==> config.mk <==
export PLATFORM = sky130hd
export DESIGN_NAME = dsp_status_port
export DESIGN_NICKNAME = d
export VERILOG_FILES = /design/src/dsp_pkg.sv /design/src/dsp_hdr_mirror.sv /design/src/dsp_status_port.sv /design/src/dsp_sync.sv
export VERILOG_INCLUDE_DIRS = /design/src /design/src/src
export SDC_FILE = /design/constraint.sdc
export NUM_CORES = 1
export LEC_CHECK = 0
export ABC_CLOCK_PERIOD_IN_PS = 1900
export BUFFER_PORTS_ARGS = -buffer_cell sky130_fd_sc_hd__buf_2
export CELL_PAD_IN_SITES_DETAIL_PLACEMENT = 0
export CELL_PAD_IN_SITES_GLOBAL_PLACEMENT = 1
export CORE_ASPECT_RATIO = 0.5
export CORE_UTILIZATION = 35
export DETAILED_ROUTE_END_ITERATION = 7
export HOLD_SLACK_MARGIN = 0.03
export PLACE_DENSITY_LB_ADDON = 0.08
export SYNTH_ARGS = -nofsm -noshare
export SYNTH_HDL_FRONTEND = slang
export SYNTH_SLANG_ARGS = --single-unit
==> constraint.sdc <==
create_clock -name core_clk -period 1.9 [get_ports core_clk]
set_input_delay 0.285 -clock core_clk [delete_from_list [all_inputs] [get_ports core_clk]]
set_output_delay 0.285 -clock core_clk [all_outputs]
set_load 0.02 [all_outputs]
==> src/dsp_defines.svh <==
// Constants for the decoder status parallel port
`ifndef DSP_DEFINES_SVH
`define DSP_DEFINES_SVH
`define DSP_CLK_PERIOD_PS 4000
`define DSP_STRAP_SETTLE_NS 100
`define DSP_STRAP_SETTLE_CYC ((`DSP_STRAP_SETTLE_NS * 1000 + `DSP_CLK_PERIOD_PS - 1) / `DSP_CLK_PERIOD_PS)
`define DSP_HDR_ID_EXT 11
`define DSP_HDR_ID 12
`define DSP_HDR_LAYER_HI 13
`define DSP_HDR_LAYER_LO 14
`define DSP_HDR_FS_HI 20
`define DSP_HDR_FS_LO 21
`define DSP_HDR_EMPH_HI 30
`define DSP_HDR_EMPH_LO 31
`define DSP_LAYER_2 2'h2
`define DSP_LAYER_3 2'h1
`define DSP_PIO_W 20
`define DSP_SYNC_STAGES 2
`define DSP_OUT_MASK 20'hE_311F
`define DSP_PIN_BCAST 0
`define DSP_PIN_WIDE 1
`define DSP_PIN_LAYER2 2
`define DSP_PIN_LAYER3 3
`define DSP_PIN_REFCLK 4
`define DSP_PIN_CLKDIV 8
`define DSP_PIN_ALT_DATA 14
`define DSP_PIN_ALT_FRAME 15
`define DSP_PIN_ALT_CLK 16
`define DSP_PIN_DEMAND 19
`endif

==> src/dsp_pkg.sv <==
// Types for the decoder status parallel port
package dsp_pkg;
	typedef struct packed {
		logic muteLayer3;
		logic muteLayer2;
		logic wideSamples;
		logic broadcastMode;
		logic clockDivOff;
		logic refClockAlt;
	} dsp_straps_t;

	typedef struct packed {
		logic idExt;
		logic id;
		logic layerHi;
		logic layerLo;
		logic rateHi;
		logic rateLo;
		logic emphHi;
		logic emphLo;
	} dsp_hdr_t;

	typedef enum logic [2:0] {
		DSP_RESET = 3'h1,
		DSP_STARTUP = 3'h2,
		DSP_OPERATE = 3'h4
	} dsp_state_t;
endpackage

==> src/dsp_hdr_mirror.sv <==
// Frame header mirror and error/sync status holder
`timescale 1ns/10ps
`include "dsp_defines.svh"
module dsp_hdr_mirror (
	// Clock and reset
	input wire logic core_clk,
	input wire logic srst,
	// Decoder events
	input wire logic hdrValid,
	input wire logic [31:0] hdrWord,
	input wire logic frameFail,
	input wire logic frameStart,
	input wire logic ancRead,
	// Status
	output dsp_pkg::dsp_hdr_t hdr,
	output logic crcErr,
	output logic frameSync
);
	import dsp_pkg::*;

	dsp_hdr_t hdr_r;
	dsp_hdr_t hdr_nxt;
	logic crc_r;
	logic errPending_r;
	logic sync_r;
	wire logic layerOk;

	assign hdr_nxt = '{idExt: hdrWord[`DSP_HDR_ID_EXT],
		id: hdrWord[`DSP_HDR_ID],
		layerHi: hdrWord[`DSP_HDR_LAYER_HI],
		layerLo: hdrWord[`DSP_HDR_LAYER_LO],
		rateHi: hdrWord[`DSP_HDR_FS_HI],
		rateLo: hdrWord[`DSP_HDR_FS_LO],
		emphHi: hdrWord[`DSP_HDR_EMPH_HI],
		emphLo: hdrWord[`DSP_HDR_EMPH_LO]};
	assign layerOk = ({hdr_nxt.layerHi, hdr_nxt.layerLo} == `DSP_LAYER_2)
		|| ({hdr_nxt.layerHi, hdr_nxt.layerLo} == `DSP_LAYER_3);

	always_ff @(posedge core_clk)
	begin
		if (srst)
			hdr_r <= '0;
		else if (hdrValid)
			hdr_r <= hdr_nxt;
	end

	// A failure seen mid-frame is reported over the whole next frame
	always_ff @(posedge core_clk)
	begin
		if (srst)
		begin
			crc_r <= 1'b0;
			errPending_r <= 1'b0;
		end
		else if (frameStart)
		begin
			crc_r <= errPending_r | frameFail;
			errPending_r <= 1'b0;
		end
		else if (frameFail)
			errPending_r <= 1'b1;
	end

	// Header recognition wins over a same-cycle ancillary read
	always_ff @(posedge core_clk)
	begin
		if (srst)
			sync_r <= 1'b0;
		else if (hdrValid && layerOk)
			sync_r <= 1'b1;
		else if (ancRead)
			sync_r <= 1'b0;
	end

	assign hdr = hdr_r;
	assign crcErr = crc_r;
	assign frameSync = sync_r;
endmodule

==> src/dsp_status_port.sv <==
// Decoder status parallel port with start-up straps
//
// Behaviour
// - Pins driven only when read qualifier high and chip select low.
// - Start-up samples the data pins as straps, ignoring handshake lines.
// - After start-up the port becomes status outputs.
// - Demand output high when new bit-stream data is wanted while the core runs.
// - ID, layer, rate, emphasis pins copy the latest frame header.
// - CRC error shown for one whole frame on any decode failure.
// - CRC pin read at start-up enables the clock output divider.
// - Frame sync low after reset, set by valid layer 2/3 header.
// - Frame sync cleared by an ancillary data read over I2C.
// - Frame sync pin at start-up selects reference clock frequency.
// - Rate and emphasis pins are inputs at start-up, outputs after.
// - Three port pins may act as alternate serial input lines.
// - With decoder disabled, ready shows a valid reference clock.
// - With decoder enabled, ready low until synthesizer locks.
// - Low power-on reset clears all digital logic except the pin synchronisers.
// - Converter enable low keeps processor and supervision idle.
// - DMA ready and end-of-DMA lines carry no function.
// - Header bits 20,21 and 30,31 shown on four status pins.
// - Two straps enable layer 3 and layer 2 decoding.
// - One strap selects 32-bit or 16-bit I2S output format.
// - One strap selects multimedia or broadcast mode.
`timescale 1ns/10ps
`include "dsp_defines.svh"
module dsp_status_port #(
	parameter int PIO_W = `DSP_PIO_W,
	parameter int SETTLE_CYC = `DSP_STRAP_SETTLE_CYC
) (
	// Clock and reset
	input wire logic core_clk,
	input wire logic srst,
	// Power and enables from pins
	input wire logic power_on_reset_n,
	input wire logic converter_enable_in,
	input wire logic decoder_enable_in,
	// Handshake pins
	input wire logic port_select_n,
	input wire logic port_read_qualifier,
	// Port data pins
	input wire logic [PIO_W-1:0] pioIn,
	output logic [PIO_W-1:0] pioOut,
	output logic [PIO_W-1:0] pioOe,
	// Decoder core side
	input wire logic refClockSeen,
	input wire logic synthLocked,
	input wire logic needData,
	input wire logic hdrValid,
	input wire logic [31:0] hdrWord,
	input wire logic frameFail,
	input wire logic frameStart,
	input wire logic ancRead,
	input wire logic altSerialEn,
	// Alternate serial input lines
	output logic alt_serial_in_clock,
	output logic alt_serial_in_frame,
	output logic alt_serial_in_data,
	// Status to the core
	output dsp_pkg::dsp_straps_t straps,
	output logic coreRun,
	output logic decoder_ready_out,
	output logic dma_ready_read,
	output logic dma_ready_write,
	output logic dma_end_flag
);
	import dsp_pkg::*;

	localparam int CW = $clog2(SETTLE_CYC + 1);

	dsp_state_t state_r;
	dsp_state_t state_nxt;
	logic [CW-1:0] cnt_r;
	dsp_straps_t straps_r;
	logic ready_r;
	logic [PIO_W-1:0] out_r;
	logic [PIO_W-1:0] oe_r;
	logic [PIO_W-1:0] pioSync;
	logic [2:0] ctlSync;
	logic [4:0] hsSync;
	dsp_hdr_t hdr;
	logic crcErr;
	logic frameSync;
	wire logic porN;
	wire logic convEn;
	wire logic decEn;
	wire logic selN;
	wire logic readQ;
	wire logic anyReset;
	wire logic settled;
	wire logic operate;
	wire logic portOn;
	wire logic [PIO_W-1:0] statusWord;
	wire logic [PIO_W-1:0] outMask;

	// Every pin input is synchronised before use
	dsp_sync #(.W(PIO_W)) u_pio_sync (
		.core_clk(core_clk),
		.srst(srst),
		.asyncIn(pioIn),
		.syncOut(pioSync)
	);
	dsp_sync #(.W(5)) u_hs_sync (
		.core_clk(core_clk),
		.srst(srst),
		.asyncIn({power_on_reset_n, converter_enable_in,
			decoder_enable_in, port_select_n, port_read_qualifier}),
		.syncOut(hsSync)
	);
	assign ctlSync = hsSync[4:2];
	assign porN = ctlSync[2];
	assign convEn = ctlSync[1];
	assign decEn = ctlSync[0];
	assign selN = hsSync[1];
	assign readQ = hsSync[0];

	// The synchroniser resets to zero, so the pin reset reads as held
	assign anyReset = srst || !porN;
	assign settled = (cnt_r == CW'(SETTLE_CYC));

	always_comb
	begin
		state_nxt = state_r;
		case (state_r)
			DSP_RESET:
				if (convEn)
					state_nxt = DSP_STARTUP;
			DSP_STARTUP:
				if (!convEn)
					state_nxt = DSP_RESET;
				else if (settled)
					state_nxt = DSP_OPERATE;
			DSP_OPERATE:
				if (!convEn)
					state_nxt = DSP_RESET;
			default:
				state_nxt = DSP_RESET;
		endcase
	end

	always_ff @(posedge core_clk)
	begin
		if (anyReset)
			state_r <= DSP_RESET;
		else
			state_r <= state_nxt;
	end

	always_ff @(posedge core_clk)
	begin
		if (anyReset || state_r != DSP_STARTUP)
			cnt_r <= '0;
		else if (!settled)
			cnt_r <= cnt_r + CW'(1);
	end

	// Straps are caught only in the last start-up cycle, once the counter has settled
	// Re-enabling the converter runs start-up again and retakes them
	always_ff @(posedge core_clk)
	begin
		if (anyReset)
			straps_r <= '0;
		else if (state_r == DSP_STARTUP && settled)
		begin
			straps_r.muteLayer3 <= pioSync[`DSP_PIN_LAYER3];
			straps_r.muteLayer2 <= pioSync[`DSP_PIN_LAYER2];
			straps_r.wideSamples <= pioSync[`DSP_PIN_WIDE];
			straps_r.broadcastMode <= pioSync[`DSP_PIN_BCAST];
			straps_r.clockDivOff <= pioSync[`DSP_PIN_CLKDIV];
			straps_r.refClockAlt <= pioSync[`DSP_PIN_REFCLK];
		end
	end

	assign operate = (state_r == DSP_OPERATE);
	assign coreRun = operate && decEn;

	dsp_hdr_mirror u_hdr (
		.core_clk(core_clk),
		.srst(anyReset),
		.hdrValid(hdrValid && operate),
		.hdrWord(hdrWord),
		.frameFail(frameFail && operate),
		.frameStart(frameStart && operate),
		.ancRead(ancRead),
		.hdr(hdr),
		.crcErr(crcErr),
		.frameSync(frameSync)
	);

	assign statusWord = {needData && coreRun,
		hdr.idExt, hdr.id, 3'h0, hdr.layerHi, hdr.layerLo,
		3'h0, crcErr, 3'h0, frameSync,
		hdr.rateHi, hdr.rateLo, hdr.emphHi, hdr.emphLo};
	// Alternate serial inputs and pins 5..7, 9..11 are never driven
	assign outMask = `DSP_OUT_MASK;
	assign portOn = operate && !selN && readQ;

	// Enables follow the synchronised handshake, so the pins turn round
	// about three edges after select and read change

	always_ff @(posedge core_clk)
	begin
		if (anyReset)
		begin
			out_r <= '0;
			oe_r <= '0;
		end
		else
		begin
			out_r <= statusWord;
			oe_r <= portOn ? outMask : '0;
		end
	end

	assign pioOut = out_r;
	assign pioOe = oe_r;

	assign alt_serial_in_clock = altSerialEn
		&& pioSync[`DSP_PIN_ALT_CLK];
	assign alt_serial_in_frame = altSerialEn
		&& pioSync[`DSP_PIN_ALT_FRAME];
	assign alt_serial_in_data = altSerialEn
		&& pioSync[`DSP_PIN_ALT_DATA];

	always_ff @(posedge core_clk)
	begin
		if (anyReset)
			ready_r <= 1'b0;
		else if (!decEn)
			ready_r <= refClockSeen;
		else
			ready_r <= coreRun && synthLocked;
	end

	assign decoder_ready_out = ready_r;
	assign straps = straps_r;
	// No firmware support for the DMA lines
	assign dma_ready_read = 1'b0;
	assign dma_ready_write = 1'b0;
	assign dma_end_flag = 1'b0;
endmodule

==> src/dsp_sync.sv <==
// Two-stage synchroniser for a bus of pin inputs
`timescale 1ns/10ps
module dsp_sync #(
	parameter int W = 1
) (
	// Clock and reset
	input wire logic core_clk,
	input wire logic srst,
	// Data
	input wire logic [W-1:0] asyncIn,
	output logic [W-1:0] syncOut
);
	logic [W-1:0] meta_r;
	logic [W-1:0] sync_r;

	always_ff @(posedge core_clk)
	begin
		if (srst)
		begin
			meta_r <= '0;
			sync_r <= '0;
		end
		else
		begin
			meta_r <= asyncIn;
			sync_r <= meta_r;
		end
	end

	assign syncOut = sync_r;
endmodule
# After elaboration in Yosys (flattened, before gate mapping)
# Cells that the tools add are included.
# totals
ff_bits	110
in_bits	67
output_inout_bits	54
wordCells	69
# op_classes
add_sub_neg	1
n_eq_ne	10
muxes	9
bitwise_logic	1
n_reduce_logical	21
# ops
cell	n
$mux 20	1
$logic_and 1x1->1	13
$mux 3	4
$pmux 3 s3	1
$add 5x1->5 const B	1
$eq 5x5->1 const B	1
$eq 3x1->1 const B	1
$eq 3x2->1 const B	1
$eq 3x3->1 const B	1
$logic_or 1x1->1	3
$mux 1	3
$ne 3x2->1 const B	1
$ne 3x3->1 const B	1
$reduce_and 3->1	1
$eq 2x1->1 const B	1
$eq 2x2->1 const B	1
$logic_not 1->1	2
$ne 2x1->1 const B	1
$ne 2x2->1 const B	1
$reduce_bool 2->1	1
$reduce_or 2->1	1
$or 1x1->1	1

# Logic depth before layout (Yosys ltp)
# logic_depth
ltp_word	4
mapped_depth	6
depth_no_buf	5

# Hierarchy
# Synthesis repeated with hierarchy kept, for this count alone.
# unflattened
hier_cells	276
hier_area_um2	3105.5
# modules_own_cells
module	n_inst	cells_per_inst	area_each_um2	seq_area_each_um2
dsp_status_port	1	135	1282.5	540.5
dsp_sync (u_pio_sync)	1	84	1156.1	800.8
dsp_hdr_mirror	1	37	404.1	220.2
dsp_sync (u_hs_sync)	1	20	262.8	200.2

# Worst setup path before layout
# No wires, ideal clock.
# synth_timing
kind	register to output
startpoint	register state_r[2]
endpoint	output coreRun
arrival_ns	1.012
t_required_ns	1.615
setup_slack_ns	0.603
path_stages_with_launch	3
n_path_buf	0
cell_sequence	dfxtp_1 > nor3b_4 > and2_1
# synth_between
elab_chain_len	2
# synth_rtl
element	line	source
start: declaration	dsp_status_port.sv:71	dsp_state_t state_r;
start signal: assignment	dsp_status_port.sv:146	state_r <= state_nxt;
$eq 3x3->1	dsp_status_port.sv:174	assign operate = (state_r == DSP_OPERATE);
$logic_and 1x1->1	dsp_status_port.sv:175	assign coreRun = operate && decEn;
end: declaration	dsp_status_port.sv:61	output logic coreRun,
# Every way passes these cells.

# Worst setup path in the final report
# Ends and elaborated chain as after synthesis.

==> results.json <==
{
  "routed_wirelength_um": 4030,
  "path_clk_slew_ns": 0.05,
  "grt_usage": 0.123,
  "p_sw_mw": 0.646,
  "cp_max_fo": 8,
  "outcome": "completed",
  "p_leak_nw": 1.31,
  "r2r-end": "straps[4]",
  "comb_power_share": 0.035,
  "holdPathEnd": "u_hdr.errPending_r",
  "maxCapViolCount": 0,
  "clock_power_share": 0.532,
  "critPathKind": "reg2out",
  "grt_overflow": 0,
  "power_frac_seq": 0.433,
  "rsz0062_at_grt": "false",
  "synth_area_per_cell_um2": 10.5,
  "io_buffers": 64,
  "cts_made_buffers": 9,
  "ys_seq_area_frac": 0.547,
  "final_core_utilization": 0.472,
  "timing.reg2reg.setup_slack_ns": 0.44,
  "finalSetupViolCount": 0,
  "firstDrtPassIters": 3,
  "via_per_inst": 4.11,
  "synth_warnings": 0,
  "timing.fmax_mhz": 601,
  "fin_tns_setup_ns": 0,
  "place.gp.congestion": 0.704,
  "die_width_um": 120,
  "diodes": 0,
  "layout.nets": 360,
  "antenna_found_initial": 0,
  "ant_nets": 0,
  "core.rowCount": 20,
  "endpoint_kind": "output port",
  "cts_tree": "built",
  "io_pins": 121,
  "grt_pass1_wl_um": 6350,
  "die_area_mm2": 0.00726,
  "netlist_area_mm2": 0.00242,
  "ff2ff_path_depth": 4,
  "irDropWorstVdd_mv": 0.699,
  "grt_pass1_vias": 1384,
  "drt-wirelength-per-cell_um": 10.5,
  "internal_power_mw": 2.64,
  "start_kind": "register",
  "required_ns": 1.62,
  "r2r-start": "cnt_r[0]",
  "insertion_delay_ns": 0.33,
  "powerDensity_mw_per_mm2": 1090,
  "dpl.hpwl_um": 2740,
  "ys_types": 35,
  "skew_ns": 0.00475,
  "die_h_um": 60.8,
  "core-area_mm2": 0.00636,
  "areaGrowthSynthToFinish_pct": 24.2,
  "min_period_ns": 1.66,
  "first_iter_violations": 59,
  "swShare": 0.197,
  "hp-class": "in2reg",
  "drv_slew": 0,
  "synth.area.top_cells": "dfxtp_1, buf_4, nor2b_1",
  "final_layout_size_suffix_gt1_frac": 0.297,
  "hold_depth": 2,
  "clock-sinks": 66,
  "cts.path.max_buffers": 2,
  "worstHoldStart": "frameStart",
  "grt_max_degree": 29,
  "synth_top_area_share": 0.547,
  "worstPathArrival_ns": 1.38,
  "syn_inst": 231,
  "cts-root-buf": "clkbuf_16",
  "route.detailed.drc": 0,
  "initial_core_util": 0.380,
  "cts-resized-gates": 0,
  "synth.largest_area_cell": "dfxtp_1",
  "cts_hold_buf": 0,
  "finalHoldViolCount": 0,
  "via_count": 1577,
  "fin_crit_sh": 0.875,
  "cts_setup_buffers": 0,
  "ys_ff_latch": 66,
  "h-tree-depth": 3
}
==> per-stage QoR <==
step / cell area (µm²) / power (mW) / std cells / hold slack (ns) / worst slack, ns
2_1_floorplan: 2490 / 1.55 / 251 / 0.381 / 0.603
3_3_place_gp: 2680 / 1.56 / 368 / 0.426 / 0.519
3_5_place_dp: 2680 / 1.57 / 368 / 0.424 / 0.456
4_1_cts: 3000 / 3.33 / 384 / 0.145 / 0.203
5_1_grt: 3000 / 3.41 / 384 / 0.146 / 0.125
6_report: 3000 / 3.28 / 384 / 0.160 / 0.237
==> kinds of logic after synthesis <==
logic type / after synthesis / synth area share
adders and majority gates: 2 / 0.0104
xor gates and xnor gates: 5 / 0.0181
DFF: 66 / 0.547
muxes: 8 / 0.0331
AOI/OAI and AO/OA: 22 / 0.0518
buffers and inverters: 40 / 0.114
and+or+nand+nor: 87 / 0.225
other: 1 / 0.00155
==> placed cells by master (no fill, tap or decap), drive strengths merged, types with 3 or more instances in the layout <==
cell,count
a211oi,3
a21oi,11
and2,14
buf,68
clkbuf,11
conb,21
dfxtp,66
mux2i,8
nand2b,3
nand3,9
nor2,14
nor2b,29
nor3b,3
o21ai,7
xor2,3
==> layer usage <==
layer / wire length, µm / vias to the layer above / global-route usage
li1: - / 821 / -
met1: 1980 / 678 / 0.143
met2: 1600 / 73 / 0.177
met3: 369 / 5 / 0.0865
met4: 80 / 0 / 0.0536
met5: 0 / - / 0
==> layout make-up <==
class,count,area (µm²)
flip-flops and latches,66,1320
fillers,624,3350
inverters,1,3.75
clock buffers,11,243
multi-input cells,145,896
well taps,88,110
repair buffers,68,350
clock inverters,5,77.6
==> state kept, by name (all words and copies together), names as in the netlist, 5 cells and up <==
register            cells
u_pio_sync.syncOut      9
u_pio_sync.meta_r       9
cnt_r                   5
u_hs_sync.syncOut       5
straps                  6
u_hdr.hdr               8
pioOut                 11
u_hs_sync.meta_r        5
==> power by group through the flow <==
stage	clock (mW)	sequential (mW)	combinational, mW
floorplan	0	1.45	0.107
global placement	0	1.45	0.115
detailed placement	0	1.45	0.116
CTS	1.80	1.42	0.116
global route	1.86	1.42	0.127
finish	1.75	1.42	0.115
==> synthesized netlist by cell type <==
| master | n |
|---|---|
| buf_4 | 31 |
| nand3_1 | 9 |
| nand2b_1 | 3 |
| nand2_1 | 1 |
| nand2_2 | 1 |
| nor3_1 | 2 |
| nor3b_1 | 1 |
| o21ai_0 | 7 |
| or3b_1 | 1 |
| and2b_1 | 1 |
| a211oi_1 | 2 |
| ha_1 | 2 |
| nor2b_1 | 29 |
| xor2_1 | 3 |
| nor2_1 | 14 |
| buf_6 | 1 |
| o21bai_1 | 1 |
| and3_1 | 2 |
| a21oi_1 | 11 |
| mux2i_1 | 8 |
| conb_1 | 1 |
| and4b_1 | 2 |
| buf_1 | 1 |
| and4bb_2 | 1 |
| xnor2_1 | 2 |
| inv_1 | 1 |
| clkbuf_1 | 5 |
| a211oi_2 | 1 |
| or2b_1 | 2 |
| and2_1 | 14 |
| buf_2 | 1 |
| nand3b_1 | 1 |
| dfxtp_1 | 66 |
| nor3b_4 | 2 |
| nand4b_1 | 1 |
==> worst max path at each step <==
stage          cells after the start       start  slack (ns)         to
6_report                           3  state_r[2]        0.24    coreRun
5_1_grt                            3  state_r[2]        0.13    coreRun
4_1_cts                            3  state_r[2]        0.20    coreRun
3_5_place_dp                       4    cnt_r[0]        0.46  straps[4]
3_3_place_gp                       4    cnt_r[0]        0.52  straps[0]
2_1_floorplan                      2  state_r[2]        0.60    coreRun
==> critical path, cell delays in order (launching register included) <==
cell     delay, ns
dfxtp_1       0.47
nor3b_4       0.26
and2_1        0.16
buf_2         0.16
No activity file was read; power rests on OpenSTA's default activity.
